`src/design/etc_map.vh`:
```
`ifndef ETC_MAP_VH
`define ETC_MAP_VH
// ---------------------------------------------------------------
// register byte offsets
// ---------------------------------------------------------------
`define ETC_REG_CTRL      8'h00
`define ETC_REG_STATUS    8'h04
`define ETC_REG_IRQ_STAT  8'h08
`define ETC_REG_IRQ_EN    8'h0C
`define ETC_REG_IRQ_CLR   8'h10
`define ETC_REG_MADDR     8'h14
// ---------------------------------------------------------------
// field positions and reset values
// ---------------------------------------------------------------
`define ETC_CTRL_TEST     0
`define ETC_CTRL_MARCH    1
`define ETC_CTRL_RST      2'h0
`define ETC_IRQ_DONE      0
`define ETC_IRQ_FAIL      1
`define ETC_IRQ_ABORT     2
`define ETC_IRQ_SLOW      3
`define ETC_IRQ_W         4
`define ETC_IRQ_EN_RST    4'h0
// ---------------------------------------------------------------
// tester command codes
// ---------------------------------------------------------------
`define ETC_CMD_NOP       4'h0
`define ETC_CMD_LD_ROW    4'h1
`define ETC_CMD_LD_COL    4'h2
`define ETC_CMD_WRITE     4'h3
`define ETC_CMD_READ      4'h4
`define ETC_CMD_PG_RUN    4'h5
// ---------------------------------------------------------------
// bus responses and timing
// ---------------------------------------------------------------
`define ETC_RESP_OKAY     2'h0
`define ETC_RESP_SLVERR   2'h2
`define ETC_ACLK_KHZ      125000
`define ETC_TCK_MIN_KHZ   4000
`define ETC_TCK_GAP_MAX   (`ETC_ACLK_KHZ / `ETC_TCK_MIN_KHZ)
`endif

```
`src/design/etc_ctrl.v`:
```
// How it works
// - the block only acts while test mode enable (pin or software bit) is high; here regulator off follows burn-in select whatever the enable.
// - two modes exist, tester-driven direct access and built-in pattern generation.
// - the control and address port is 16 bits and data may be 8, 16 or 32 bits.
// - a 16-bit data build uses 32 tester signals, a 32-bit build uses 48.
// - the tester sends 4-bit commands, 8-bit addresses, its clock and a low reset.
// - one two-way tester data bus carries data in and out, turned by pad direction.
// - burn-in select and march start come from custom logic, march start tied low if unused.
// - the march starts when enable and reset rise while the pattern-run command is held; here march start (pin or software bit) must be high too.
// - the march stops when enable drops, reset drops or pattern-run is removed.
// - the march visits every normal DRAM word in turn.
// - four passes: write 0, read 0 write 1, read 1 write 0, read 0, rippling address.
// - burn-in turns the regulator off and latches fail, otherwise fail is combinational.
// - a latched fail clears on a burn-in toggle or a reset.
// - no refresh runs, so the tester clock must stay at or above 4 MHz.
// - during the march tester address, data and direction are ignored.
//
// Design decisions made here: the register offsets and the AXI4-Lite interface to the registers.
`timescale 1ns/1ps
`default_nettype none
`include "etc_map.vh"
module etc_ctrl #(
   parameter DW = 16,
   parameter AW = 16
) (
   input  wire          aclk,
   input  wire          aresetn,
   input  wire [7:0]    s_axi_awaddr,
   input  wire          s_axi_awvalid,
   output wire          s_axi_awready,
   input  wire [31:0]   s_axi_wdata,
   input  wire [3:0]    s_axi_wstrb,
   input  wire          s_axi_wvalid,
   output wire          s_axi_wready,
   output reg  [1:0]    s_axi_bresp,
   output reg           s_axi_bvalid,
   input  wire          s_axi_bready,
   input  wire [7:0]    s_axi_araddr,
   input  wire          s_axi_arvalid,
   output wire          s_axi_arready,
   output reg  [31:0]   s_axi_rdata,
   output reg  [1:0]    s_axi_rresp,
   output reg           s_axi_rvalid,
   input  wire          s_axi_rready,
   output wire          irq,
   input  wire          test_mode_enable,
   input  wire          burn_in_select,
   input  wire          march_start,
   input  wire          controller_clock,
   input  wire          controller_reset_n,
   input  wire [3:0]    tester_command_bus,
   input  wire [7:0]    tester_address_bus,
   input  wire          pad_direction_select,
   input  wire [DW-1:0] tester_data_in,
   output reg  [DW-1:0] tester_data_out,
   output wire          tester_data_oe,
   output wire          fail_flag,
   output reg           dram_en,
   output reg           dram_we,
   output reg  [AW-1:0] dram_addr,
   output reg  [DW-1:0] dram_wdata,
   input  wire [DW-1:0] dram_rdata,
   output wire          regulator_off
);
   // ---------------------------------------------------------------
   // pin synchronisers
   // ---------------------------------------------------------------
   // every tester pin is resynchronised as one group, data included
   localparam SW = 18 + DW;
   reg  [SW-1:0] sy1;
   reg  [SW-1:0] sy2;
   reg           tck_d;
   always @(posedge aclk) begin
      if (!aresetn) begin
         sy1   <= {SW{1'b0}};
         sy2   <= {SW{1'b0}};
         tck_d <= 1'b0;
      end else begin
         sy1   <= {tester_data_in, pad_direction_select, tester_address_bus,
                   tester_command_bus, controller_reset_n, controller_clock,
                   march_start, burn_in_select, test_mode_enable};
         sy2   <= sy1;
         tck_d <= sy2[3];
      end
   end
   wire          test_s  = sy2[0];
   wire          burn_s  = sy2[1];
   wire          march_s = sy2[2];
   wire          tck_s   = sy2[3];
   wire          rstn_s  = sy2[4];
   wire [3:0]    cmd_s   = sy2[8:5];
   wire [7:0]    adr_s   = sy2[16:9];
   wire          ddir_s  = sy2[17];
   wire [DW-1:0] din_s   = sy2[SW-1:18];
   // edge found between settled stages, never from the first one
   wire          tck_rise = tck_s & ~tck_d;
   // ---------------------------------------------------------------
   // software registers
   // ---------------------------------------------------------------
   reg  [1:0]            ctrl;
   reg  [`ETC_IRQ_W-1:0] irq_stat;
   reg  [`ETC_IRQ_W-1:0] irq_en;
   reg  [`ETC_IRQ_W-1:0] irq_set;
   reg  [`ETC_IRQ_W-1:0] irq_clr;
   // software bits stand in for the test mode enable and march start pins when those are not bonded
   wire active = test_s | ctrl[`ETC_CTRL_TEST];
   wire go     = active & rstn_s;
   wire mstart = march_s | ctrl[`ETC_CTRL_MARCH];
   // ---------------------------------------------------------------
   // march and direct access state
   // ---------------------------------------------------------------
   reg           go_d;
   reg           run;
   reg           done;
   reg  [1:0]    phase;
   reg           sub;
   reg  [AW-1:0] maddr;
   reg           rd_pend;
   reg           rd_march;
   reg           exp_one;
   reg           burn_d;
   reg           fail_lat;
   reg  [5:0]    gap;
   // entry needs a rising go, so holding go high never restarts a finished walk
   wire          is_pg   = (cmd_s == `ETC_CMD_PG_RUN);
   wire          m_enter = go & ~go_d & is_pg & mstart;
   wire          m_stop  = run & (~go | ~is_pg);
   wire          last_a  = (maddr == {AW{1'b1}});
   wire          mismatch = rd_pend & rd_march &
                            (dram_rdata != {DW{exp_one}});
   // both element halves done when the second op of a two-op pass or any op of the others
   wire          elem_end = (phase == 2'd0) | (phase == 2'd3) | sub;
   wire          slow    = run & ~done & (gap > `ETC_TCK_GAP_MAX);
   // ---------------------------------------------------------------
   // march sequencer and direct access
   // ---------------------------------------------------------------
   // the tester clock paces the walk, so a slow tester stretches the refresh gap
   always @(posedge aclk) begin
      if (!aresetn) begin
         go_d       <= 1'b0;
         run        <= 1'b0;
         done       <= 1'b0;
         phase      <= 2'd0;
         sub        <= 1'b0;
         maddr      <= {AW{1'b0}};
         rd_pend    <= 1'b0;
         rd_march   <= 1'b0;
         exp_one    <= 1'b0;
         dram_en    <= 1'b0;
         dram_we    <= 1'b0;
         dram_addr  <= {AW{1'b0}};
         dram_wdata <= {DW{1'b0}};
         tester_data_out <= {DW{1'b0}};
         gap        <= 6'h00;
      end else begin
         go_d     <= go;
         dram_en  <= 1'b0;
         dram_we  <= 1'b0;
         rd_pend  <= dram_en & ~dram_we;
         rd_march <= run;
         if (rd_pend & ~rd_march)
            tester_data_out <= dram_rdata;
         if (~run | tck_rise)
            gap <= 6'h00;
         // saturate so a stopped tester clock never wraps back to a legal gap
         else if (gap != 6'h3F)
            gap <= gap + 6'h01;
         if (m_enter) begin
            run   <= 1'b1;
            done  <= 1'b0;
            phase <= 2'd0;
            sub   <= 1'b0;
            maddr <= {AW{1'b0}};
         end else if (m_stop) begin
            run <= 1'b0;
         end else if (run & ~done & tck_rise) begin
            // one access per tester clock, address and data inputs unused
            dram_en   <= 1'b1;
            dram_addr <= maddr;
            case (phase)
               2'd0: begin
                  dram_we    <= 1'b1;
                  dram_wdata <= {DW{1'b0}};
               end
               2'd1: begin
                  dram_we    <= sub;
                  dram_wdata <= {DW{1'b1}};
                  exp_one    <= 1'b0;
               end
               2'd2: begin
                  dram_we    <= sub;
                  dram_wdata <= {DW{1'b0}};
                  exp_one    <= 1'b1;
               end
               default: begin
                  dram_we <= 1'b0;
                  exp_one <= 1'b0;
               end
            endcase
            // sub selects the read or the write half of a two-op element
            sub <= (phase == 2'd1 || phase == 2'd2) ? ~sub : 1'b0;
            if (elem_end) begin
               maddr <= maddr + {{(AW-1){1'b0}}, 1'b1};
               if (last_a) begin
                  // done parks the walk until go falls and rises again
                  if (phase == 2'd3)
                     done <= 1'b1;
                  else
                     phase <= phase + 2'd1;
               end
            end
         end else if (~run & go & tck_rise) begin
            // direct access from the tester command bus
            if (cmd_s == `ETC_CMD_LD_ROW)
               dram_addr[AW-1:8] <= adr_s[AW-9:0];
            else if (cmd_s == `ETC_CMD_LD_COL)
               dram_addr[7:0] <= adr_s;
            else if (cmd_s == `ETC_CMD_WRITE) begin
               dram_en    <= 1'b1;
               dram_we    <= 1'b1;
               dram_wdata <= din_s;
            end else if (cmd_s == `ETC_CMD_READ)
               dram_en <= 1'b1;
         end
      end
   end
   // ---------------------------------------------------------------
   // fail reporting and burn-in
   // ---------------------------------------------------------------
   always @(posedge aclk) begin
      if (!aresetn) begin
         burn_d   <= 1'b0;
         fail_lat <= 1'b0;
      end else begin
         burn_d <= burn_s;
         // a fail in the clearing cycle is kept rather than lost
         if (burn_s & mismatch)
            fail_lat <= 1'b1;
         else if ((burn_s != burn_d) | ~rstn_s)
            fail_lat <= 1'b0;
      end
   end
   assign fail_flag     = burn_s ? fail_lat : mismatch;
   assign regulator_off = burn_s;
   // the pad only drives toward the tester outside the march
   assign tester_data_oe = go & ~run & ddir_s;
   // ---------------------------------------------------------------
   // axi4-lite slave
   // ---------------------------------------------------------------
   reg        aw_got;
   reg        w_got;
   reg  [7:0] aw_q;
   reg [31:0] w_q;
   reg  [3:0] ws_q;
   assign s_axi_awready = ~aw_got & ~s_axi_bvalid;
   assign s_axi_wready  = ~w_got & ~s_axi_bvalid;
   assign s_axi_arready = ~s_axi_rvalid;
   wire       aw_now = aw_got | s_axi_awvalid;
   wire       w_now  = w_got | s_axi_wvalid;
   wire [7:0] waddr  = aw_got ? aw_q : s_axi_awaddr;
   wire [31:0] wdat  = w_got ? w_q : s_axi_wdata;
   wire [3:0] wstb   = w_got ? ws_q : s_axi_wstrb;
   wire       do_wr  = aw_now & w_now & ~s_axi_bvalid;
   // ---------------------------------------------------------------
   // interrupt sources
   // ---------------------------------------------------------------
   // abort is only flagged for a walk cut before its last read
   always @* begin
      irq_set = {`ETC_IRQ_W{1'b0}};
      irq_set[`ETC_IRQ_DONE]  = run & ~done & tck_rise & elem_end &
                                last_a & (phase == 2'd3) & ~m_stop;
      irq_set[`ETC_IRQ_FAIL]  = mismatch;
      irq_set[`ETC_IRQ_ABORT] = m_stop & ~done;
      irq_set[`ETC_IRQ_SLOW]  = slow;
      irq_clr = {`ETC_IRQ_W{1'b0}};
      if (do_wr & (waddr == `ETC_REG_IRQ_CLR) & wstb[0])
         irq_clr = wdat[`ETC_IRQ_W-1:0];
   end
   // ---------------------------------------------------------------
   // write channel and register file
   // ---------------------------------------------------------------
   // address and data may arrive in either order, each is parked until both stand
   always @(posedge aclk) begin
      if (!aresetn) begin
         aw_got       <= 1'b0;
         w_got        <= 1'b0;
         aw_q         <= 8'h00;
         w_q          <= 32'h00000000;
         ws_q         <= 4'h0;
         s_axi_bvalid <= 1'b0;
         s_axi_bresp  <= `ETC_RESP_OKAY;
         ctrl         <= `ETC_CTRL_RST;
         irq_en       <= `ETC_IRQ_EN_RST;
         irq_stat     <= {`ETC_IRQ_W{1'b0}};
      end else begin
         // a new event wins over a clear in the same cycle
         irq_stat <= (irq_stat & ~irq_clr) | irq_set;
         if (s_axi_bvalid & s_axi_bready)
            s_axi_bvalid <= 1'b0;
         if (do_wr) begin
            aw_got       <= 1'b0;
            w_got        <= 1'b0;
            s_axi_bvalid <= 1'b1;
            s_axi_bresp  <= `ETC_RESP_OKAY;
            if (waddr == `ETC_REG_CTRL) begin
               if (wstb[0])
                  ctrl <= wdat[1:0];
            end else if (waddr == `ETC_REG_IRQ_EN) begin
               if (wstb[0])
                  irq_en <= wdat[`ETC_IRQ_W-1:0];
            end else if (waddr == `ETC_REG_IRQ_CLR) begin
               s_axi_bresp <= `ETC_RESP_OKAY;
            // writes to read-only registers are accepted and dropped
            end else if (waddr == `ETC_REG_STATUS || waddr == `ETC_REG_IRQ_STAT ||
                         waddr == `ETC_REG_MADDR) begin
               s_axi_bresp <= `ETC_RESP_OKAY;
            end else begin
               s_axi_bresp <= `ETC_RESP_SLVERR;
            end
         end else begin
            if (s_axi_awvalid & s_axi_awready) begin
               aw_got <= 1'b1;
               aw_q   <= s_axi_awaddr;
            end
            if (s_axi_wvalid & s_axi_wready) begin
               w_got <= 1'b1;
               w_q   <= s_axi_wdata;
               ws_q  <= s_axi_wstrb;
            end
         end
      end
   end
   // ---------------------------------------------------------------
   // read channel
   // ---------------------------------------------------------------
   // the read mux is registered, so every answer waits one cycle
   always @(posedge aclk) begin
      if (!aresetn) begin
         s_axi_rvalid <= 1'b0;
         s_axi_rdata  <= 32'h00000000;
         s_axi_rresp  <= `ETC_RESP_OKAY;
      end else if (s_axi_rvalid) begin
         if (s_axi_rready)
            s_axi_rvalid <= 1'b0;
      end else if (s_axi_arvalid) begin
         s_axi_rvalid <= 1'b1;
         s_axi_rresp  <= `ETC_RESP_OKAY;
         s_axi_rdata  <= 32'h00000000;
         if (s_axi_araddr == `ETC_REG_CTRL)
            s_axi_rdata[1:0] <= ctrl;
         // status order from bit 0: run, done, fail, active, phase, burn
         else if (s_axi_araddr == `ETC_REG_STATUS)
            s_axi_rdata[6:0] <= {burn_s, phase, active, fail_lat, done, run};
         else if (s_axi_araddr == `ETC_REG_IRQ_STAT)
            s_axi_rdata[`ETC_IRQ_W-1:0] <= irq_stat;
         else if (s_axi_araddr == `ETC_REG_IRQ_EN)
            s_axi_rdata[`ETC_IRQ_W-1:0] <= irq_en;
         else if (s_axi_araddr == `ETC_REG_IRQ_CLR)
            s_axi_rdata <= 32'h00000000;
         else if (s_axi_araddr == `ETC_REG_MADDR)
            s_axi_rdata[AW-1:0] <= maddr;
         else
            s_axi_rresp <= `ETC_RESP_SLVERR;
      end
   end
   // ---------------------------------------------------------------
   // interrupt output
   // ---------------------------------------------------------------
   assign irq = |(irq_stat & irq_en);
endmodule // etc_ctrl
`default_nettype wire

```
`config.mk`:
```
export PLATFORM = sky130hd
export DESIGN_NAME = etc_ctrl
export DESIGN_NICKNAME = d
export VERILOG_FILES = /design/src/design/etc_ctrl.v
export VERILOG_INCLUDE_DIRS = /design/src /design/src/design
export SDC_FILE = /design/constraint.sdc
export NUM_CORES = 1
export LEC_CHECK = 0
export ABC_AREA = 1
export BUFFER_PORTS_ARGS = -buffer_cell sky130_fd_sc_hd__buf_2
export CAP_MARGIN = 20
export CORE_AREA = 3 3 142 144
export CTS_CLUSTER_DIAMETER = 60
export CTS_CLUSTER_SIZE = 16
export DETAILED_ROUTE_END_ITERATION = 6
export DIE_AREA = 0 0 145 147
export GPL_TIMING_DRIVEN = 0
export PLACE_DENSITY = 0.76
export SYNTH_ARGS = -nofsm -noshare
export SYNTH_HDL_FRONTEND = slang
export SYNTH_SLANG_ARGS = --single-unit
```
`constraint.sdc`:
```
create_clock -name aclk -period 4.5 [get_ports aclk]
set_input_delay 0.45 -clock aclk [delete_from_list [all_inputs] [get_ports aclk]]
set_output_delay 0.45 -clock aclk [all_outputs]
set_load 0.05 [all_outputs]
```
==> results of run 1 <==
[flip-flops by register name (all words and copies together), names as in the netlist, 4 cells and up]
| signal | count |
|---|---|
| irq_en | 4 |
| dram_addr | 16 |
| maddr | 16 |
| tester_data_out | 16 |
| w_q | 4 |
| s_axi_rdata | 16 |
| gap | 6 |
| dram_wdata | 16 |
| irq_stat | 4 |
| sy1 | 34 |
| sy2 | 34 |
| aw_q | 8 |
[area by class of cell]
type                       count  area (sq um)
tap                          260           325
clock buffer                  17           425
buffer                        57           315
multi-input combinational    801          3590
fill                        1848          8560
sequential                   197          3940
inverter                     196           738
clock inverter                15           159
timing repair buffer         154           771
antenna                        1          2.50
[cell families after synthesis]
family,after synthesis,synth area share (%)
AOI/OAI and AO/OA,137,8.58
DFF,197,46.3
adders and majority gates,5,0.734
and+or+nand+nor,630,30.9
other,1,0.0440
xor gates and xnor gates,11,1.13
buffers and inverters,253,12.4
[worst max-delay path, stage by stage, from the launching register on]
cell and delay [ps]:
dfxtp_1 460, nor2_1 80, nand4_1 90, nand2_1 60, nand2_1 100, nand2_1 90
o21ai_0 140, buf_2 290
[power groups by stage]
stage	logic, W	registers, W	clock network [W]
floorplan	0.000201	0.00186	0
global placement	0.000304	0.00185	0
finish	0.000310	0.00181	0.00150
CTS	0.000310	0.00181	0.00154
detailed placement	0.000308	0.00185	0
global route	0.000347	0.00182	0.00161
[cell usage after synthesis]
cell type  count  area share [%]
xor2_1        10             1.0
nand2_1      330              15
xnor2_1        1            0.10
nand4_1       11            0.81
dfxtp_1      197              46
buf_2          9            0.53
nor2_4         1            0.13
o21a_1         1           0.088
inv_4          1           0.073
inv_1        193             8.5
inv_2          1           0.044
nor2_8         2            0.47
clkbuf_1      24             1.1
o2111ai_1      1            0.10
or2_2          1           0.073
nand3_1       66             3.9
a31oi_1        2            0.15
buf_4         19             1.7
a41oi_1        1            0.10
buf_1          3            0.13
a21oi_1       60             3.5
nor2_1       182             8.0
nand3_2        1            0.12
a211oi_1       2            0.18
o21ai_1        1           0.059
nor2_2        20             1.5
nand2_4        3            0.40
o22ai_1        1           0.073
clkinv_1       1           0.044
o311a_1        1            0.12
nand4_2        2            0.29
o21ai_4        2            0.38
and3_1         2            0.15
nor3_1         6            0.35
buf_8          1            0.18
nand3b_1       1           0.088
ha_1           5            0.73
o21ai_0       65             3.8
conb_1         1           0.044
buf_6          1            0.13
nand2_2        2            0.15
[how the worst max path moves through the flow]
stage,start,end,cells after the start
CTS,exp_one,fail_flag,7
detailed placement,aresetn,s_axi_rvalid,5
global route,exp_one,fail_flag,7
floorplan,dram_rdata[13],fail_flag,6
finish,exp_one,fail_flag,7
global placement,aresetn,s_axi_rvalid,5
[metal layers]
metal  routed length, um  track usage (%)  vias to the layer above
li1                    -                -                     4120
met1                9470             24.7                     3373
met2                9410             32.0                      233
met3                1170             3.86                       37
met4                 417             6.22                        0
met5                   0                0                        -
[per-stage QoR]
stage / hold slack [ps] / util [%] / area (sq um) / instances
after global placement: 395 / 51.4 / 9690 / 1665
after floorplan: 390 / - / 8590 / 1251
after global routing: 181 / 54.6 / 10300 / 1698
after detailed placement: 395 / 51.4 / 9690 / 1665
after CTS: 182 / 54.5 / 10300 / 1697
final: 193 / 54.6 / 10300 / 1698
==> metrics.md, run 1 <==
| Metric | Value |
|---|---|
| Post-CTS resize count | 0 |
| Final Cycle Share | 49.1% |
| PortBufs | 154 |
| Worst r2r dst | phase[0] |
| Post-Synthesis Cells | 1234 |
| Peak VDD IR | 0.270 mV |
| Pre-CTS WS | 2250 ps |
| Nets | 1538 |
| Mapped cell area | 8530 sq um |
| CTS tree | done |
| Worst-case reg-to-reg path depth | 8 |
| Final setup violation count | 0 |
| First DRT Iteration DRCs | 448 |
| Clk buf depth | 2 |
| Req. time, crit path | 4050 ps |
| Area Overhead vs Synth | 20.5% |
| Net Sw Power | 0.000948 W |
| Root Buffer | clkbuf_16 |
| Cts bufs inserted | 17 |
| Slew HR | 48.5% |
| Later-pin clock latency in the skew report | 430 ps |
| Pleak | 5.28 nW |
| GPL Wtd Cong | 0.868 |
| Yosys cell types | 41 |
| Clock Skew | 8.67 ps |
| Max-Cap Viols | 0 |
| R2R setup slack | 2560 ps |
| Synthesis Warnings | 0 |
| CP startpoint kind | flip-flop |
| Post-CTS Setup Bufs | 0 |
| Synthesized flop and latch total | 197 |
| Wire length per cell | 12.1 um |
| Post-route ant nets | 0 |
| Number of global-route vias before repair | 7211 |
| Critical R2R Launch | maddr[0] |
| Vias | 7763 |
| Hold depth | 3 |
| Slew @ Worst Pin | 773 ps |
| Pwr/cell area | 353 nW/um^2 |
| Setup ws final | 2290 ps |
| Commonest cells after routing, fill and taps aside | nand2_1, dfxtp_1, inv_1 |
| Final wirelength | 20.5 mm |
| Sw Ratio | 26.1% |
| Final hold vios | 0 |
| Clk network pwr share | 41.5% |
| Max Fclk | 453 MHz |
| Most common cell after layout, fill and taps aside | nand2_1 |
| Via density | 4.57 |
| Sequential share of power | 49.9% |
| Site Rows | 50 |
| Hold path start | tester_data_in[8] |
| H-tree Lvls | 4 |
| Core box area | 18800 sq um |
| Setup crit end kind | output port |
| All-Layer GR Usage | 19.0% |
| WHS Endpoint | sy1[26] |
| Global route overflow | 0 |
| Reg clk slew, reported paths | 70 ps |
| Fin. max-slew vios | 0 |
| Max Fanout on Critical Path | 5 |
| Starting Density | 45.3% |
| Outcome | complete, no violations |
| Initial antenna violation count | 1 |
| Clk sink count | 197 |
| Overall Power | 0.00363 W |
| HPWL after detailed placement | 15.8 mm |
| Post-layout minimum cycle time | 2210 ps |
| Hold-fix buffers at CTS | 0 |
| Sequential fraction of the synthesis area | 46.3% |
| WP data arrival | 1760 ps |
| Die Ht | 147 um |
| DRT Pass-1 Iters | 6 |
| P_int | 0.00268 W |
| Critical path class | reg2out |
| Die width | 145 um |
| Share of post-route cells with drive strength above 1 | 17.5% |
| Setup TNS Final | 0 ps |
| DRC viols | 0 |
| Avg Cell Area, Syn | 6.91 sq um |
| Logic pwr share | 8.6% |
| Hold Path Class | in2reg |
| First-pass GRT wire length | 33.8 mm |
| RSZ-0062 raised after global routing | false |
| Largest net degree at the start of global routing | 20 |
| Full die area | 21300 sq um |
| I/O pin total | 204 |
(Power assumes the default switching activity.)
==> inputs of run 2 (changes only) <==
==> constraint.sdc (replaced) <==
create_clock -name aclk -period 2.3 [get_ports aclk]
set_input_delay 0.23 -clock aclk [delete_from_list [all_inputs] [get_ports aclk]]
set_output_delay 0.23 -clock aclk [all_outputs]
set_load 0.05 [all_outputs]
==> run 2 against run 1 <==
  * Via count increased by 1.8%
  * Clock power increased by 97%
  * Sequential power increased by 96%
  * Critical path depth unchanged
  * Routed wire length increased by 2.1%
  * Flip-flop and latch count unchanged
  * Count of clock-buffer cells in the layout unchanged
  * Worst hold slack got worse by 190 ps
  * Cell count increased by 1.9%
  * Cell area increased by 3.1%
  * Register-to-register slack got worse by 2200 ps
  * Critical endpoint unchanged
  * Largest cell class unchanged
  * Largest power group unchanged
  * Highest routed layer unchanged
==> metrics.md, run 2 (same netlist as run 1, synthesis figures left out) <==
| Metric | Value |
|---|---|
| Largest net degree at the start of global routing | 20 (unchanged) |
| Hold-fix buffers at CTS | 32 (was 0) |
| Hold Path Class | in2reg (unchanged) |
| All-Layer GR Usage | 19.5% (was 19.0%) |
| H-tree Lvls | 4 (unchanged) |
| Number of global-route vias before repair | 7347 (was 7211) |
| Post-CTS Setup Bufs | 0 (unchanged) |
| Setup ws final | 312 ps (was 2290 ps) |
| Critical path class | reg2out (unchanged) |
| First-pass GRT wire length | 34.6 mm (was 33.8 mm) |
| Pwr/cell area | 674 nW/um^2 (was 353 nW/um^2) |
| Biggest regs | sy1 (34), sy2 (34) (unchanged) |
| Global route overflow | 0 (unchanged) |
| Peak VDD IR | 0.530 mV (was 0.270 mV) |
| Starting Density | 45.3% (unchanged) |
| Outcome | complete, no violations (unchanged) |
| Final hold vios | 0 (unchanged) |
| Post-layout minimum cycle time | 1990 ps |
| Most common cell after layout, fill and taps aside | nand2_1 (unchanged) |
| Die width | 145 um (unchanged) |
| Clk buf depth | 2 (unchanged) |
| Setup crit end kind | output port (unchanged) |
| Max Fclk | 503 MHz |
| PortBufs | 154 (unchanged) |
| Die Ht | 147 um (unchanged) |
| Initial antenna violation count | 1 (unchanged) |
| RSZ-0062 raised after global routing | false (unchanged) |
| Clk sink count | 197 (unchanged) |
| Post-CTS resize count | 0 (unchanged) |
| Setup TNS Final | 0 ps (unchanged) |
| Root Buffer | clkbuf_16 (unchanged) |
| Later-pin clock latency in the skew report | 430 ps (about the same) |
| GPL Wtd Cong | 0.868 (unchanged) |
| Final Cycle Share | 86.4% |
| Slew HR | 49.9% (was 48.5%) |
| Via density | 4.57 (about the same) |
| WP data arrival | 1760 ps (about the same) |
| Nets | 1570 (was 1538) |
| Vias | 7906 (was 7763) |
| First DRT Iteration DRCs | 408 (was 448) |
| Fin. max-slew vios | 0 (unchanged) |
| Slew @ Worst Pin | 751 ps (was 773 ps) |
| Req. time, crit path | 2070 ps (was 4050 ps) |
| Max Fanout on Critical Path | 5 (unchanged) |
| CP startpoint kind | flip-flop (unchanged) |
| Max-Cap Viols | 0 (unchanged) |
| Pre-CTS WS | 265 ps (was 2250 ps) |
| Wire length per cell | 12.1 um (about the same) |
| Core box area | 18800 sq um (unchanged) |
| Post-route ant nets | 0 (unchanged) |
| Full die area | 21300 sq um (unchanged) |
| CTS tree | done (unchanged) |
| Pleak | 5.41 nW (was 5.28 nW) |
| DRC viols | 0 (unchanged) |
| Share of post-route cells with drive strength above 1 | 17.2% (was 17.5%) |
| Commonest cells after routing, fill and taps aside | nand2_1, dfxtp_1, inv_1 (unchanged) |
| Reg clk slew, reported paths | 70 ps (about the same) |
| Site Rows | 50 (unchanged) |
| Final setup violation count | 0 (unchanged) |
| Cts bufs inserted | 17 (unchanged) |
| Final wirelength | 20.9 mm (was 20.5 mm) |
| Clock Skew | 8.98 ps (was 8.67 ps) |
| I/O pin total | 204 (unchanged) |
| HPWL after detailed placement | 15.8 mm (unchanged) |
| Area Overhead vs Synth | 24.2% (was 20.5%) |
| DRT Pass-1 Iters | 6 (unchanged) |
run 2: changes by cell type in the layout (fill, tap and decap cells not counted):
cell,before,now
dlygate4sd3_1,0,32
run 2: per-layer routing:
metal	track usage (%)	part of all wire, %
met1	25.0	46
met2	33.2	47
met3	3.79	5.7
met4	6.22	1.9
met5	0	0
run 2: cell type report:
type	instances	area, sq um
inverters	196	738
repair buffers	186	1090
multi-input cells	801	3590
plain buffers	57	315
fillers	1800	8240
flip-flops and latches	197	3940
clock inverters	15	159
well taps	260	325
clock buffers	17	425
diodes	1	2.50
run 2: worst paths after layout:
| check | from | endpoint | slack [ps] | depth (start not counted) |
|---|---|---|---|---|
| max | exp_one | fail_flag | 310 | 7 |
| max reg2reg | ctrl[0] | maddr[9] | 380 | 6 |
| min | tester_command_bus[0] | sy1[5] | 6 | 3 |
| min reg2reg | sy1[23] | sy2[23] | 410 | 2 |
run 2: power by group:
group          switching [W]  internal, W
registers          0.0000383      0.00350
clock network        0.00140      0.00155
logic               0.000429     0.000221
run 2: worst max-delay path: stages, from the launching register on:
cell and delay, ps:
dfxtp_1 460, nor2_1 80, nand4_1 90, nand2_1 60, nand2_1 100, nand2_1 90, o21ai_0 140, buf_2 290
run 2: stage by stage:
stage | power [W] | instances | area [sq um] | utilization [%] | hold WS [ps]
floorplan | 0.00404 | 1251 | 8590 | - | 328
global placement | 0.00421 | 1665 | 9690 | 51.4 | 395
detailed placement | 0.00423 | 1665 | 9690 | 51.4 | 395
CTS | 0.00720 | 1729 | 10600 | 56.2 | 3.30
global route | 0.00742 | 1730 | 10600 | 56.3 | 32.2
finish | 0.00714 | 1730 | 10600 | 56.3 | 6.40
==> inputs of run 3 (changes only) <==
--- a/config.mk
+++ b/config.mk
@@ -9,13 +9,13 @@
 export ABC_AREA = 1
 export BUFFER_PORTS_ARGS = -buffer_cell sky130_fd_sc_hd__buf_2
 export CAP_MARGIN = 20
-export CORE_AREA = 3 3 142 144
+export CORE_AREA = 3 3 130 132
 export CTS_CLUSTER_DIAMETER = 60
 export CTS_CLUSTER_SIZE = 16
 export DETAILED_ROUTE_END_ITERATION = 6
-export DIE_AREA = 0 0 145 147
+export DIE_AREA = 0 0 133 135
 export GPL_TIMING_DRIVEN = 0
-export PLACE_DENSITY = 0.76
+export PLACE_DENSITY = 0.87
 export SYNTH_ARGS = -nofsm -noshare
 export SYNTH_HDL_FRONTEND = slang
 export SYNTH_SLANG_ARGS = --single-unit
==> constraint.sdc (replaced) <==
create_clock -name aclk -period 2.3 [get_ports aclk]
set_input_delay 0.46 -clock aclk [delete_from_list [all_inputs] [get_ports aclk]]
set_output_delay 0.46 -clock aclk [all_outputs]
set_load 0.05 [all_outputs]
==> run 3 against run 2 <==
  * Die area shrank 16%
  * Highest routed layer unchanged
  * Sequential share of layout area grew 1.2 points
  * Clock skew is essentially flat
  * Via count shrank 1.0%
  * Largest cell class unchanged
  * Utilization grew 8.6 points
  * First-iteration DRC count grew 38%
  * Maximum frequency shrank 9.4%
  * Critical path type unchanged
==> metrics.md, run 3 (same netlist as run 1, synthesis figures left out) <==
| Metric | Value |
|---|---|
| Setup TNS Final | 0 ps (unchanged) |
| Net Sw Power | 0.00182 W (was 0.00187 W) |
| Clk sink count | 197 (unchanged) |
| Slew HR | 50.7% (was 49.9%) |
| Slew @ Worst Pin | 739 ps (was 751 ps) |
| Most common cell after layout, fill and taps aside | nand2_1 (unchanged) |
| Final setup violation count | 0 (unchanged) |
| Commonest cells after routing, fill and taps aside | nand2_1, dfxtp_1, inv_1 (unchanged) |
| Die Ht | 135 um (was 147 um) |
| Final wirelength | 20.3 mm (was 20.9 mm) |
| Site Rows | 46 (was 50) |
| Fin area | 10300 sq um (was 10600 sq um) |
| Hold-fix buffers at CTS | 0 (was 32) |
| CTS tree | done (unchanged) |
| Number of global-route vias before repair | 7211 (was 7347) |
| Post-layout minimum cycle time | 2190 ps (was 1990 ps) |
| Area Overhead vs Synth | 20.3% (was 24.2%) |
| Max Fanout on Critical Path | 5 (unchanged) |
| CP startpoint kind | flip-flop (unchanged) |
| R2R setup slack | 410 ps (was 380 ps) |
| Hold Path Class | in2reg (unchanged) |
| Sw Ratio | 25.0% (was 26.1%) |
| Multi-input logic area | 3590 sq um (unchanged) |
| Full die area | 18000 sq um (was 21300 sq um) |
| First DRT Iteration DRCs | 565 (was 408) |
| Setup crit end kind | output port (unchanged) |
| H-tree Lvls | 4 (unchanged) |
| DRT Pass-1 Iters | 5 (was 6) |
| Peak VDD IR | 0.549 mV (was 0.530 mV) |
| P_int | 0.00547 W (was 0.00527 W) |
| First-pass GRT wire length | 32.7 mm (was 34.6 mm) |
| Req. time, crit path | 1840 ps (was 2070 ps) |
| Global route overflow | 0 (unchanged) |
| Setup ws final | 105 ps (was 312 ps) |
| Post-CTS Setup Bufs | 0 (unchanged) |
| Overall Power | 0.00729 W (was 0.00714 W) |
| Post-CTS resize count | 0 (unchanged) |
| PortBufs | 154 (unchanged) |
| Nets | 1538 (was 1570) |
| # diodes | 0 (was 1) |
| Pleak | 5.29 nW (was 5.41 nW) |
| Final Cycle Share | 95.4% (was 86.4%) |
| Dpl cell area | 9630 sq um (was 9690 sq um) |
| I/O pin total | 204 (unchanged) |
| GPL Wtd Cong | 0.913 (was 0.868) |
| Clk network pwr share | 43.0% (was 41.3%) |
| Fill count | 1363 (was 1800) |
| All-Layer GR Usage | 22.2% (was 19.5%) |
| Root Buffer | clkbuf_16 (unchanged) |
| Outcome | complete, no violations (unchanged) |
| FF+latch area | 3940 sq um (unchanged) |
| Logic pwr share | 8.4% (was 9.1%) |
| Reg clk slew, reported paths | 70 ps (about the same) |
| Core box area | 15800 sq um (was 18800 sq um) |
| Later-pin clock latency in the skew report | 430 ps (about the same) |
| Via density | 4.74 (was 4.57) |
| HPWL after detailed placement | 15.4 mm (was 15.8 mm) |
| RSZ-0062 raised after global routing | false (unchanged) |
| Post-route ant nets | 0 (unchanged) |
| Hold depth | 3 (unchanged) |
| Wire length per cell | 12.3 um (was 12.1 um) |
| Initial antenna violation count | 0 (was 1) |
| Cts bufs inserted | 17 (unchanged) |
| Fin. max-slew vios | 0 (unchanged) |
| Share of post-route cells with drive strength above 1 | 17.5% (was 17.2%) |
| Sequential share of power | 48.6% (was 49.6%) |
| Largest net degree at the start of global routing | 19 (was 20) |
| Die width | 133 um (was 145 um) |
| Pwr/cell area | 710 nW/um^2 (was 674 nW/um^2) |
| Vias | 7827 (was 7906) |
| Max-Cap Viols | 0 (unchanged) |
| Clk buf depth | 2 (unchanged) |
| WP data arrival | 1730 ps (was 1760 ps) |
| Starting Density | 53.9% (was 45.3%) |
| Max Fclk | 456 MHz (was 503 MHz) |
| Clock Skew | 9.37 ps (was 8.98 ps) |
| Biggest regs | sy1 (34), sy2 (34) (unchanged) |
| Final hold vios | 0 (unchanged) |
| Worst-case reg-to-reg path depth | 8 (was 6) |
| DRC viols | 0 (unchanged) |
| Pre-CTS WS | 71.2 ps (was 265 ps) |
| Critical path class | reg2out (unchanged) |
## run 3: cell count changes in the layout (fill, tap and decap cells not counted), sizes merged
cell	previous run	this run
clkbuf	41	42
diode	1	0
inv	206	201
clkinvlp	0	2
bufinv	1	3
dlygate4sd3	32	0
## run 3: power groups by stage
stage | clock network, W | registers [W] | logic, W
after floorplan | 0 | 0.00365 | 0.000393
after global placement | 0 | 0.00362 | 0.000588
after detailed placement | 0 | 0.00362 | 0.000601
after CTS | 0.00316 | 0.00354 | 0.000605
after global routing | 0.00332 | 0.00355 | 0.000678
final | 0.00314 | 0.00354 | 0.000609
## run 3: path summary, 6_finish.rpt
kind	to	start
setup / recovery	fail_flag	exp_one
hold / removal	sy1[26]	tester_data_in[8]
setup reg to reg	phase[0]	maddr[0]
hold reg to reg	sy2[3]	sy1[3]
## run 3: metrics by stage
stage / hold WS (ps) / instances / utilization, %
2_1_floorplan: 390 / 1251 / -
3_5_place_dp: 396 / 1621 / 60.9
6_report: 204 / 1653 / 64.8
3_3_place_gp: 395 / 1621 / 60.9
4_1_cts: 193 / 1653 / 64.8
5_1_grt: 199 / 1653 / 64.8
## run 3: area by class of cell
class / instances / area share (%)
clock buffers: 18 / 4.28
flip-flops and latches: 197 / 38.4
clock inverters: 14 / 1.85
well taps: 216 / 2.63
inverters: 196 / 7.19
multi-input cells: 801 / 35.0
repair buffers: 154 / 7.51
plain buffers: 57 / 3.07
## run 3: worst max-delay path, stage by stage (launching register included)
cell     delay (ps)
dfxtp_1         460
nor2_1           90
nand4_1          90
nand2_1          70
nand2_1         100
nand2_1         100
o21ai_1         120
buf_2           280
## run 3: routing by layer
metal | vias up | track usage, % | wire length [um]
met5 | - | 0 | 0
met4 | 0 | 6.76 | 335
met3 | 33 | 5.18 | 1300
met2 | 258 | 38.1 | 9730
met1 | 3424 | 28.0 | 8970
li1 | 4112 | - | -
